===== config.mk =====
export PLATFORM = sky130hd
export DESIGN_NAME = smcc_top
export DESIGN_NICKNAME = d
export VERILOG_FILES = /design/src/rtl/smcc_pkg.sv /design/src/rtl/smcc_strap_latch.sv /design/src/rtl/smcc_secondary.sv /design/src/rtl/smcc_top.sv
export SDC_FILE = /design/constraint.sdc
export NUM_CORES = 1
export LEC_CHECK = 0
export BUFFER_PORTS_ARGS = -buffer_cell sky130_fd_sc_hd__buf_2
export CORE_AREA = 2 2 136 138
export CTS_BUF_LIST = sky130_fd_sc_hd__clkbuf_4
export CTS_CLUSTER_DIAMETER = 60
export DETAILED_ROUTE_END_ITERATION = 7
export DIE_AREA = 0 0 138 140
export PLACE_DENSITY = 0.76
export SYNTH_ARGS = -nofsm -noshare
export SYNTH_HDL_FRONTEND = slang
export SYNTH_SLANG_ARGS = --single-unit

===== constraint.sdc =====
create_clock -name clock -period 2.2 [get_ports clock]
set_clock_uncertainty 0.1 [all_clocks]
set_input_delay 0.11 -clock clock [delete_from_list [all_inputs] [get_ports clock]]
set_output_delay 0.11 -clock clock [all_outputs]
set_load 0.05 [all_outputs]

===== src/rtl/smcc_pkg.sv =====
package smcc_pkg;

   // Core clock and the two-wire primary bit rate
   localparam int unsigned CLK_HZ = 20_000_000;
   localparam int unsigned SCL_HZ = 100_000;
   // Four phases per bit; rounded down so the bus never runs slower than planned
   localparam int unsigned QTR_CYC = CLK_HZ / (4 * SCL_HZ);
   localparam logic [7:0] QTR_CNT = 8'(QTR_CYC - 1);

   // Decoded five-level pin value
   typedef logic [2:0] smcc_level_t;
   localparam smcc_level_t LVL_L0 = 3'h0;
   localparam smcc_level_t LVL_L1 = 3'h1;
   localparam smcc_level_t LVL_L2 = 3'h2;
   localparam smcc_level_t LVL_L4 = 3'h4;

   // Power-up straps, three bits each in the packed strap vector
   localparam int unsigned NSTRAP = 7;
   localparam int unsigned ST_B0LO = 0;
   localparam int unsigned ST_B0HI = 1;
   localparam int unsigned ST_B1LO = 2;
   localparam int unsigned ST_B1HI = 3;
   localparam int unsigned ST_G0 = 4;
   localparam int unsigned ST_G1 = 5;
   localparam int unsigned ST_RXD = 6;

   // Configuration register file, reachable by the secondary and the EEPROM load
   localparam int unsigned CFG_REGS = 4;
   localparam logic [1:0] REG_BOOST0 = 2'h0;
   localparam logic [1:0] REG_BOOST1 = 2'h1;
   localparam logic [1:0] REG_GAIN = 2'h2;
   localparam logic [1:0] REG_RXDET = 2'h3;
   localparam logic [7:0] CFG_RST = 8'h00;

   // External EEPROM and own secondary address base
   localparam logic [6:0] EEPROM_ADDR = 7'h50;
   localparam logic [7:0] EEPROM_START_OFS = 8'h00;
   localparam logic [6:0] SEC_ADDR_BASE = 7'h18;
   // Bytes: address write, offset, address read, then CFG_REGS data bytes
   localparam logic [2:0] BYTE_FIRST_RD = 3'h3;
   localparam logic [2:0] BYTE_LAST = 3'h6;

   typedef enum {M_IDLE, M_START, M_BITS, M_STOP, M_DONE, M_FAIL} smcc_mstate_t;
   typedef enum {S_IDLE, S_ADDR, S_PTR, S_WDATA, S_RDATA} smcc_sstate_t;

   // Out-of-range codes read as the floating level
   function automatic smcc_level_t lvl_clamp(input smcc_level_t l);
      return (l > LVL_L4) ? LVL_L4 : l;
   endfunction

   // Two five-level pins form one of 25 settings
   function automatic logic [4:0] pair_index(input smcc_level_t lo, input smcc_level_t hi);
      return {2'h0, hi} * 5'h05 + {2'h0, lo};
   endfunction

endpackage


===== src/rtl/smcc_strap_latch.sv =====
module smcc_strap_latch (
   // Clock and reset
   input wire logic clock,
   input wire logic reset,
   // Raw strap levels
   input wire logic [smcc_pkg::NSTRAP*3-1:0] strap_raw,
   // Held strap levels
   output logic [smcc_pkg::NSTRAP*3-1:0] strap_held,
   output logic captured
);

   logic captured_reg;

   // Capture happens in the first cycle after release, so reset never loads a pin
   always_ff @(posedge clock) begin
      if (reset) begin
         captured_reg <= 1'b0;
      end else begin
         captured_reg <= 1'b1;
      end
   end

   genvar i;
   generate
      for (i = 0; i < smcc_pkg::NSTRAP; i++) begin : g_strap
         smcc_pkg::smcc_level_t lvl_reg;
         always_ff @(posedge clock) begin
            if (reset) begin
               lvl_reg <= smcc_pkg::LVL_L0;
            end else if (!captured_reg) begin
               lvl_reg <= smcc_pkg::lvl_clamp(strap_raw[i*3 +: 3]);
            end
         end
         assign strap_held[i*3 +: 3] = lvl_reg;
      end
   endgenerate

   assign captured = captured_reg;

endmodule


===== src/rtl/smcc_secondary.sv =====
module smcc_secondary (
   // Clock and reset
   input wire logic clock,
   input wire logic reset,
   // Control
   input wire logic enable,
   input wire logic [6:0] dev_addr,
   // Bus lines
   input wire logic scl_in,
   input wire logic sda_in,
   output logic sda_pull,
   output logic busy,
   // Register file access
   output logic wr_en,
   output logic [1:0] wr_idx,
   output logic [7:0] wr_data,
   output logic [1:0] rd_idx,
   input wire logic [7:0] rd_data
);

   smcc_pkg::smcc_sstate_t st_reg;
   logic scl_q, sda_q, rw_reg;
   logic [3:0] bitc_reg;
   logic [7:0] sh_reg;
   wire start_seen = scl_in & scl_q & sda_q & ~sda_in;
   wire stop_seen = scl_in & scl_q & ~sda_q & sda_in;
   wire scl_rise = scl_in & ~scl_q;
   wire scl_fall = ~scl_in & scl_q;
   wire addr_hit = enable & (sh_reg[7:1] == dev_addr);

   always_ff @(posedge clock) begin
      if (reset) begin
         st_reg <= smcc_pkg::S_IDLE;
         {scl_q, sda_q} <= 2'h3;
         {rw_reg, sda_pull, busy, wr_en} <= 4'h0;
         bitc_reg <= 4'h0;
         sh_reg <= 8'h00;
         wr_idx <= 2'h0;
         wr_data <= 8'h00;
         rd_idx <= 2'h0;
      end else begin
         {scl_q, sda_q} <= {scl_in, sda_in};
         wr_en <= 1'b0;
         if (start_seen) begin
            st_reg <= smcc_pkg::S_ADDR;
            bitc_reg <= 4'hf;
            busy <= 1'b1;
            sda_pull <= 1'b0;
         end else if (stop_seen) begin
            st_reg <= smcc_pkg::S_IDLE;
            busy <= 1'b0;
            sda_pull <= 1'b0;
         end else if (st_reg != smcc_pkg::S_IDLE) begin
            if (scl_rise && st_reg != smcc_pkg::S_RDATA && bitc_reg < 4'h8) begin
               sh_reg <= {sh_reg[6:0], sda_in};
            end
            if (scl_rise && st_reg == smcc_pkg::S_RDATA && bitc_reg == 4'h8 && sda_in) begin
               st_reg <= smcc_pkg::S_IDLE;
            end
            if (scl_fall) begin
               bitc_reg <= (bitc_reg == 4'h8) ? 4'h0 : bitc_reg + 4'h1;
               case (st_reg)
                  smcc_pkg::S_ADDR: begin
                     if (bitc_reg == 4'h7) begin
                        sda_pull <= addr_hit;
                        rw_reg <= sh_reg[0];
                        if (!addr_hit) begin
                           st_reg <= smcc_pkg::S_IDLE;
                        end
                     end else if (bitc_reg == 4'h8) begin
                        sda_pull <= rw_reg & ~rd_data[7];
                        sh_reg <= rd_data;
                        st_reg <= rw_reg ? smcc_pkg::S_RDATA : smcc_pkg::S_PTR;
                     end
                  end
                  smcc_pkg::S_PTR: begin
                     sda_pull <= (bitc_reg == 4'h7);
                     if (bitc_reg == 4'h7) begin
                        rd_idx <= sh_reg[1:0];
                     end else if (bitc_reg == 4'h8) begin
                        st_reg <= smcc_pkg::S_WDATA;
                     end
                  end
                  smcc_pkg::S_WDATA: begin
                     sda_pull <= (bitc_reg == 4'h7);
                     if (bitc_reg == 4'h7) begin
                        wr_en <= 1'b1;
                        wr_idx <= rd_idx;
                        wr_data <= sh_reg;
                     end else if (bitc_reg == 4'h8) begin
                        rd_idx <= rd_idx + 2'h1;
                     end
                  end
                  smcc_pkg::S_RDATA: begin
                     if (bitc_reg < 4'h7) begin
                        sda_pull <= ~sh_reg[6];
                        sh_reg <= {sh_reg[6:0], 1'b0};
                     end else if (bitc_reg == 4'h7) begin
                        sda_pull <= 1'b0;
                        rd_idx <= rd_idx + 2'h1;
                     end else begin
                        sda_pull <= ~rd_data[7];
                        sh_reg <= rd_data;
                     end
                  end
                  default: begin
                     st_reg <= smcc_pkg::S_IDLE;
                  end
               endcase
            end
         end
      end
   end

endmodule


===== src/rtl/smcc_top.sv =====
// How it works
// - Level L0: straps alone configure the device
// - L1: load EEPROM as primary, then signal done
// - L1: secondary still answers during the load
// - L2: secondary only, outside primary configures
// - Source level is followed live, not only once
// - Strap mode: bank zero boost from two straps
// - Bus modes: same straps give secondary address
// - Strap mode: bank one boost from two straps
// - Strap mode: bank zero gain from strap
// - Strap mode: bank one gain from strap
// - Bank zero powerdown high powers channels down
// - Bank one powerdown high powers channels down
// - Any powerdown toggle restarts receiver detect
// - Low read enable starts the EEPROM load
// - Done holds with read enable still low
// - Signal path disabled while loading
// - Read enable ignored outside L1
// - Done released while incomplete or outside L1
// - Strap mode: receiver detect option from strap
module smcc_top (
   // Clock and reset
   input wire logic clock,
   input wire logic reset,
   // Five-level inputs, decoded level codes
   input wire logic [2:0] config_source_level,
   input wire logic [2:0] bank_zero_boost_or_addr_sel_lo,
   input wire logic [2:0] bank_zero_boost_or_addr_sel_hi,
   input wire logic [2:0] bank_one_boost_sel_lo,
   input wire logic [2:0] bank_one_boost_sel_hi,
   input wire logic [2:0] bank_zero_flat_level_strap,
   input wire logic [2:0] bank_one_flat_level_strap,
   input wire logic [2:0] receiver_detect_option_strap,
   // Bank power-down inputs
   input wire logic bank_zero_powerdown,
   input wire logic bank_one_powerdown,
   // EEPROM load control
   input wire logic eeprom_read_en_n,
   output logic load_complete_n_out,
   output logic load_complete_n_oe_n,
   output logic load_failed,
   // Two-wire bus pins
   input wire logic scl_in,
   output logic scl_out,
   output logic scl_oe_n,
   input wire logic sda_in,
   output logic sda_out,
   output logic sda_oe_n,
   // Channel control
   output logic [4:0] bank_zero_boost,
   output logic [4:0] bank_one_boost,
   output logic [2:0] bank_zero_gain,
   output logic [2:0] bank_one_gain,
   output logic [2:0] rx_detect_option,
   output logic bank_zero_pd,
   output logic bank_one_pd,
   output logic bank_zero_path_en,
   output logic bank_one_path_en,
   output logic rx_detect_restart,
   // Status
   output logic [2:0] config_mode,
   output logic [6:0] secondary_addr
);

   // Mode tracking
   smcc_pkg::smcc_level_t mode_reg;
   smcc_pkg::smcc_level_t mode_next;
   logic mode_chg;
   logic strap_mode, eeprom_mode, bus_mode;

   // Straps
   logic [smcc_pkg::NSTRAP*3-1:0] strap_raw;
   logic [smcc_pkg::NSTRAP*3-1:0] strap_held;
   logic straps_captured;

   // Register file
   logic [7:0] cfg_reg [smcc_pkg::CFG_REGS];

   // Secondary
   logic s_sda_pull, s_busy, s_wr;
   logic [1:0] s_wr_idx, s_rd_idx;
   logic [7:0] s_wr_data;

   // Primary engine
   smcc_pkg::smcc_mstate_t mst_reg;
   logic [1:0] ph_reg;
   logic [7:0] qcnt_reg;
   logic [3:0] bitc_reg;
   logic [2:0] byte_reg;
   logic [7:0] msh_reg;
   logic m_scl_pull, m_sda_pull, m_fail_reg, m_wr;
   logic [1:0] m_wr_idx;
   logic [7:0] m_wr_data;
   logic tick, is_rd, mst_busy, load_go;
   logic [7:0] tx_next;

   // Output next values
   logic [4:0] boost0_strap, boost1_strap, boost0_next, boost1_next;
   logic [2:0] bank_zero_flat_level_strap_next, bank_one_flat_level_strap_next, rxd_next;
   logic [6:0] addr_next;
   logic loading, pd_toggle;

   assign mode_next = smcc_pkg::lvl_clamp(config_source_level);
   assign mode_chg = (mode_next != mode_reg);
   assign eeprom_mode = (mode_reg == smcc_pkg::LVL_L1);
   // Test levels fall back to strap behaviour, no bus activity
   assign strap_mode = ~eeprom_mode & (mode_reg != smcc_pkg::LVL_L2);
   assign bus_mode = ~strap_mode;

   always_ff @(posedge clock) begin
      if (reset) begin
         mode_reg <= smcc_pkg::LVL_L0;
      end else begin
         mode_reg <= mode_next;
      end
   end

   assign strap_raw = {receiver_detect_option_strap, bank_one_flat_level_strap,
                       bank_zero_flat_level_strap, bank_one_boost_sel_hi,
                       bank_one_boost_sel_lo, bank_zero_boost_or_addr_sel_hi,
                       bank_zero_boost_or_addr_sel_lo};

   smcc_strap_latch u_straps (
      .clock(clock),
      .reset(reset),
      .strap_raw(strap_raw),
      .strap_held(strap_held),
      .captured(straps_captured)
   );

   smcc_secondary u_secondary (
      .clock(clock),
      .reset(reset),
      .enable(bus_mode),
      .dev_addr(secondary_addr),
      .scl_in(scl_in),
      .sda_in(sda_in),
      .sda_pull(s_sda_pull),
      .busy(s_busy),
      .wr_en(s_wr),
      .wr_idx(s_wr_idx),
      .wr_data(s_wr_data),
      .rd_idx(s_rd_idx),
      .rd_data(cfg_reg[s_rd_idx])
   );

   // Register file; an EEPROM byte wins a same-cycle collision with a bus write
   genvar gi;
   generate
      for (gi = 0; gi < smcc_pkg::CFG_REGS; gi++) begin : g_cfg
         always_ff @(posedge clock) begin
            if (reset) begin
               cfg_reg[gi] <= smcc_pkg::CFG_RST;
            end else if (m_wr && m_wr_idx == 2'(gi)) begin
               cfg_reg[gi] <= m_wr_data;
            end else if (s_wr && s_wr_idx == 2'(gi)) begin
               cfg_reg[gi] <= s_wr_data;
            end
         end
      end
   endgenerate

   // Primary engine decode
   assign tick = (qcnt_reg == 8'h00);
   assign is_rd = (byte_reg >= smcc_pkg::BYTE_FIRST_RD);
   assign mst_busy = (mst_reg == smcc_pkg::M_START) | (mst_reg == smcc_pkg::M_BITS) |
                     (mst_reg == smcc_pkg::M_STOP);
   // Waiting for a free bus keeps a second primary's transfer intact
   assign load_go = eeprom_mode & ~eeprom_read_en_n & straps_captured & ~s_busy;
   assign tx_next = (byte_reg == 3'h0) ? smcc_pkg::EEPROM_START_OFS :
                    {smcc_pkg::EEPROM_ADDR, 1'b1};

   always_ff @(posedge clock) begin
      if (reset) begin
         mst_reg <= smcc_pkg::M_IDLE;
         ph_reg <= 2'h0;
         qcnt_reg <= smcc_pkg::QTR_CNT;
         bitc_reg <= 4'h0;
         byte_reg <= 3'h0;
         msh_reg <= 8'h00;
         {m_scl_pull, m_sda_pull, m_fail_reg, m_wr} <= 4'h0;
         m_wr_idx <= 2'h0;
         m_wr_data <= 8'h00;
      end else begin
         m_wr <= 1'b0;
         qcnt_reg <= (tick || !mst_busy) ? smcc_pkg::QTR_CNT : qcnt_reg - 8'h01;
         if (mode_chg) begin
            mst_reg <= smcc_pkg::M_IDLE;
            {m_scl_pull, m_sda_pull} <= 2'h0;
         end else begin
            case (mst_reg)
               smcc_pkg::M_IDLE: begin
                  if (load_go) begin
                     mst_reg <= smcc_pkg::M_START;
                     ph_reg <= 2'h0;
                     byte_reg <= 3'h0;
                     m_fail_reg <= 1'b0;
                     msh_reg <= {smcc_pkg::EEPROM_ADDR, 1'b0};
                  end
               end
               smcc_pkg::M_START: begin
                  if (tick) begin
                     ph_reg <= ph_reg + 2'h1;
                     case (ph_reg)
                        2'h0: m_sda_pull <= 1'b0;
                        2'h1: m_scl_pull <= 1'b0;
                        2'h2: m_sda_pull <= 1'b1;
                        default: begin
                           m_scl_pull <= 1'b1;
                           bitc_reg <= 4'h0;
                           mst_reg <= smcc_pkg::M_BITS;
                        end
                     endcase
                  end
               end
               smcc_pkg::M_BITS: begin
                  if (tick) begin
                     ph_reg <= ph_reg + 2'h1;
                     case (ph_reg)
                        2'h0: begin
                           if (bitc_reg < 4'h8) begin
                              m_sda_pull <= ~is_rd & ~msh_reg[7];
                           end else begin
                              m_sda_pull <= is_rd & (byte_reg != smcc_pkg::BYTE_LAST);
                           end
                        end
                        2'h1: m_scl_pull <= 1'b0;
                        2'h2: begin
                           if (bitc_reg < 4'h8 && is_rd) begin
                              msh_reg <= {msh_reg[6:0], sda_in};
                           end else if (bitc_reg < 4'h8 && msh_reg[7] && !sda_in) begin
                              // Lost arbitration: back off and retry on a free bus
                              mst_reg <= smcc_pkg::M_IDLE;
                              {m_scl_pull, m_sda_pull} <= 2'h0;
                           end else if (bitc_reg < 4'h8) begin
                              msh_reg <= {msh_reg[6:0], 1'b0};
                           end else if (!is_rd && sda_in) begin
                              m_fail_reg <= 1'b1;
                              mst_reg <= smcc_pkg::M_STOP;
                              ph_reg <= 2'h0;
                           end
                        end
                        default: begin
                           m_scl_pull <= 1'b1;
                           bitc_reg <= (bitc_reg == 4'h8) ? 4'h0 : bitc_reg + 4'h1;
                           if (bitc_reg == 4'h8) begin
                              byte_reg <= byte_reg + 3'h1;
                              msh_reg <= tx_next;
                              if (is_rd) begin
                                 m_wr <= 1'b1;
                                 m_wr_idx <= 2'(byte_reg - smcc_pkg::BYTE_FIRST_RD);
                                 m_wr_data <= msh_reg;
                              end
                              if (byte_reg == smcc_pkg::BYTE_LAST) begin
                                 mst_reg <= smcc_pkg::M_STOP;
                              end else if (byte_reg == 3'h1) begin
                                 mst_reg <= smcc_pkg::M_START;
                              end
                           end
                        end
                     endcase
                  end
               end
               smcc_pkg::M_STOP: begin
                  if (tick) begin
                     ph_reg <= ph_reg + 2'h1;
                     case (ph_reg)
                        2'h0: m_sda_pull <= 1'b1;
                        2'h1: m_scl_pull <= 1'b0;
                        2'h2: m_sda_pull <= 1'b0;
                        default: begin
                           mst_reg <= m_fail_reg ? smcc_pkg::M_FAIL : smcc_pkg::M_DONE;
                        end
                     endcase
                  end
               end
               smcc_pkg::M_DONE: begin
                  mst_reg <= smcc_pkg::M_DONE;
               end
               smcc_pkg::M_FAIL: begin
                  // A fresh falling read enable retries the load
                  if (eeprom_read_en_n) begin
                     mst_reg <= smcc_pkg::M_IDLE;
                  end
               end
               default: begin
                  mst_reg <= smcc_pkg::M_IDLE;
               end
            endcase
         end
      end
   end

   // Output selection
   assign boost0_strap = smcc_pkg::pair_index(strap_held[smcc_pkg::ST_B0LO*3 +: 3],
                                              strap_held[smcc_pkg::ST_B0HI*3 +: 3]);
   assign boost1_strap = smcc_pkg::pair_index(strap_held[smcc_pkg::ST_B1LO*3 +: 3],
                                              strap_held[smcc_pkg::ST_B1HI*3 +: 3]);
   assign boost0_next = strap_mode ? boost0_strap :
                        cfg_reg[smcc_pkg::REG_BOOST0][4:0];
   assign boost1_next = strap_mode ? boost1_strap :
                        cfg_reg[smcc_pkg::REG_BOOST1][4:0];
   assign bank_zero_flat_level_strap_next = strap_mode ? strap_held[smcc_pkg::ST_G0*3 +: 3] :
                       cfg_reg[smcc_pkg::REG_GAIN][2:0];
   assign bank_one_flat_level_strap_next = strap_mode ? strap_held[smcc_pkg::ST_G1*3 +: 3] :
                       cfg_reg[smcc_pkg::REG_GAIN][6:4];
   assign rxd_next = strap_mode ? strap_held[smcc_pkg::ST_RXD*3 +: 3] :
                     cfg_reg[smcc_pkg::REG_RXDET][2:0];
   assign addr_next = smcc_pkg::SEC_ADDR_BASE + {2'h0, boost0_strap};
   assign loading = eeprom_mode & mst_busy;
   assign pd_toggle = (bank_zero_powerdown ^ bank_zero_pd) |
                      (bank_one_powerdown ^ bank_one_pd);

   always_ff @(posedge clock) begin
      if (reset) begin
         bank_zero_boost <= 5'h00;
         bank_one_boost <= 5'h00;
         bank_zero_gain <= 3'h0;
         bank_one_gain <= 3'h0;
         rx_detect_option <= 3'h0;
         secondary_addr <= smcc_pkg::SEC_ADDR_BASE;
         config_mode <= smcc_pkg::LVL_L0;
         {bank_zero_pd, bank_one_pd, rx_detect_restart} <= 3'h0;
         {bank_zero_path_en, bank_one_path_en} <= 2'h0;
         {load_complete_n_out, scl_out, sda_out, load_failed} <= 4'h0;
         {load_complete_n_oe_n, scl_oe_n, sda_oe_n} <= 3'h7;
      end else begin
         bank_zero_boost <= boost0_next;
         bank_one_boost <= boost1_next;
         bank_zero_gain <= bank_zero_flat_level_strap_next;
         bank_one_gain <= bank_one_flat_level_strap_next;
         rx_detect_option <= rxd_next;
         secondary_addr <= addr_next;
         config_mode <= mode_reg;
         bank_zero_pd <= bank_zero_powerdown;
         bank_one_pd <= bank_one_powerdown;
         rx_detect_restart <= pd_toggle;
         bank_zero_path_en <= ~bank_zero_powerdown & ~loading;
         bank_one_path_en <= ~bank_one_powerdown & ~loading;
         load_complete_n_oe_n <= ~(eeprom_mode & (mst_reg == smcc_pkg::M_DONE));
         load_failed <= eeprom_mode & (mst_reg == smcc_pkg::M_FAIL);
         scl_oe_n <= ~m_scl_pull;
         sda_oe_n <= ~(m_sda_pull | s_sda_pull);
      end
   end

endmodule


==> results.toml <==
[placed_design]
placed_area_sq_mm = 0.0109
pre_cts_ws_ns = -0.0887
place_congestion = 0.969
dp.cells = 1343
portBuffers = 67
hpwl_um = 17400

[drt]
first_pass_iters = 5
drt_wl_total_um = 25400
routed_via_density = 5.89
drc_errors = 0
ant_nets = 0
route.detailed.wl_per_inst_um = 17.8
vias = 8406
drtIter0Drc = 885

[hold_path]
hold_class = "in2reg"

[floorplanning]
initial_core_util = 0.546
coreArea_sq_mm = 0.0178
die_w_um = 138
die-area_sq_mm = 0.0193
die_h_um = 140
ios = 72
rows = 49

[clock_tree]
path_clk_slew_ns = 0.16
ctsHtreeMaxLevel = 4
clk_latency_ns = 0.62
clock-root-buffer = "clkbuf_4"
numCtsBuffers = 17
tritoncts = "yes"
clk_path_buf_depth = 2
cts_sinks = 200

[timing]
slew_viol_final = 0
min_period_ns = 2.27
holdWs_ns = 0.0928
finalSetupViolCount = 5
finalHoldViolations = 0
fin_ws_ns = -0.0734
worst_slew_pin_slew_ns = 1.04
finalCritPeriodShare = 1.03
fmax_mhz = 440
rsz0062_at_grt = "true"
maxSlewHeadroom = 0.303

[worst_setup_path]
cp.arrival_ns = 2.66
crit_chain = "nor4_4 -> nand4_4 -> buf_6 -> buf_6 -> nor4_4 -> buf_4 -> buf_6 -> o31a_1 -> a211o_1 -> a311oi_2"
end_kind = "flip-flop"
cp_num_buf_inv = 4
critPathLaunchType = "flip-flop"
critPathMaxFanout = 4
max_stage_delay_ns = 0.36
cp.required_ns = 2.58
crit_top_cell = "buf_6"
worstSetupPathType = "reg2reg"
slowest_stage = "dfxtp_2"
critical_path.top_delay_family = "simple AND/OR/NAND/NOR gates"

[finish]
final_cell_mix = "dfxtp_1, nor2_1, buf_4"
areaGrowthSynthToFinish_pct = 24.0
multi_input_area_sq_mm = 0.00535
mostFrequentLayoutCell = "dfxtp_1"
nets = 1249
final_area_sq_mm = 0.0120
seqCellArea_sq_mm = 0.00434
fillers = 1351
layout-drive-gt1-share = 0.272
final_cell_count_no_fill = 1427

[synth]
synthTopCellsByArea = "dfxtp_1, edfxtp_1, nor2_1"
ys_warn_count = 0
synth_edf_count = 32
synth_top_flop_cell = "dfxtp_1"
synth-seq-cells = 200
async_flop_share = 0
yosys.area.top_type = "dfxtp_1"
ys_seq_area_frac = 0.445
synthDistinctLibCells = 85
syn_area_sq_mm = 0.00971
syn_inst = 1008
netlist.area_leader.share = 0.346
synth_area_per_cell_sq_um = 9.63

[global_route]
grt.overflow.total = 0
antenna_found_initial = 1
grt_pass1_vias = 8004
gr-usage-all-layers = 0.257
grt_max_degree = 53
grt_pass1_wl_um = 40800

[run]
drv_cap = 0

[power]
p_per_area_mw_per_mm2 = 544
leakage_nw = 4.67
ir_drop_v = 0.000310

[outcome]
violations = "negative setup slack"
status = "complete, but fails checks"
[synthesized netlist by cell type, types with 6 or more instances]
library cell / n
o21ai_0: 22
nor2b_1: 16
edfxtp_1: 32
inv_1: 28
nor2_1: 112
a31oi_1: 13
xnor2_1: 15
or3_1: 10
nand4_1: 12
xor2_1: 10
nand3_1: 10
a21boi_0: 19
buf_2: 12
nor3_1: 18
mux4_2: 8
nand2b_1: 9
nand2_1: 83
a22o_1: 39
nor4_4: 9
dfxtp_1: 168
a21boi_1: 10
nor3b_1: 24
ha_1: 32
nor4_1: 9
a211oi_1: 12
mux2i_1: 34
o31ai_1: 7
a21oi_1: 75
and2_1: 6
clkbuf_1: 41
buf_1: 9
[timing repair]
action / CTS / global route
buffers inserted: 5 / 12
cloned: 1 / 4
setup endpoints to repair: 58 / 86
endpoints found under the hold margin: 90 / 0
resized for setup: 19 / 67
pin swaps: 19 / 42
hold buffers: 30 / 0
[cell type report]
class | count | share of cell area
sequential | 200 | 0.361
multi-input combinational | 717 | 0.445
inverter | 28 | 0.00873
clock buffer | 20 | 0.0125
tap | 229 | 0.0238
clock inverter | 12 | 0.00997
timing repair buffer | 220 | 0.140
antenna | 1 | 0.000208
[through the flow]
stage / total power [mW] / util / TNS [ns]
after detailed placement: 4.61 / 0.613 / -2.39
after CTS: 6.52 / 0.653 / -0.0469
after floorplan: 4.39 / - / -0.0287
final: 6.55 / 0.677 / -0.140
after global routing: 6.78 / 0.677 / -5.28
after global placement: 4.60 / 0.613 / -1.32
[power breakdown]
group          internal, mW  switching [mW]  total, mW
registers              3.81          0.0612       3.87
logic                 0.281           0.484      0.765
clock network         0.616            1.30       1.91
[tightest hold or removal path: cells and delay by family]
kind	cells	cell delay (ns)
AOI/OAI and AO/OA	1	0.07
muxes	1	0.10
and+or+nand+nor	3	0.26
buffers and inverters	2	0.23
[logic make-up (layout without fill, tap and decap cells)]
kind of cell / count (synthesis) / after routing / share of synthesized area
AO/OA/AOI/OAI: 250 / 251 / 0.183
flip-flops: 200 / 200 / 0.445
XOR/XNOR: 25 / 25 / 0.0226
AND/OR/NAND/NOR: 359 / 359 / 0.207
other: 1 / 5 / 0.000386
adder cells (fa/ha/maj): 34 / 34 / 0.0454
buffers and inverters: 95 / 280 / 0.0402
multiplexers: 44 / 44 / 0.0559
[final timing paths]
check	startpoint	end	slack, ns	cells past startpoint
setup / recovery	u_secondary.st_reg[26]$_SDFFE_PP0N_	u_secondary.sh_reg[1]$_SDFFE_PP0P_	-0.07	10
setup reg to reg	u_secondary.st_reg[26]$_SDFFE_PP0N_	u_secondary.sh_reg[1]$_SDFFE_PP0P_	-0.07	10
hold reg to reg	m_scl_pull$_SDFFE_PP0P_	scl_oe_n$_SDFF_PP1_	0.32	1
hold / removal	eeprom_read_en_n	m_fail_reg$_SDFFE_PP0P_	0.09	7
[routing by layer]
layer	track usage	routed length [um]	up-vias
met5	0	0	-
li1	-	-	4016
met1	0.337	10900	4057
met2	0.438	12400	279
met4	0.0908	610	0
met3	0.0369	1560	54
(Power assumes the default switching activity.)
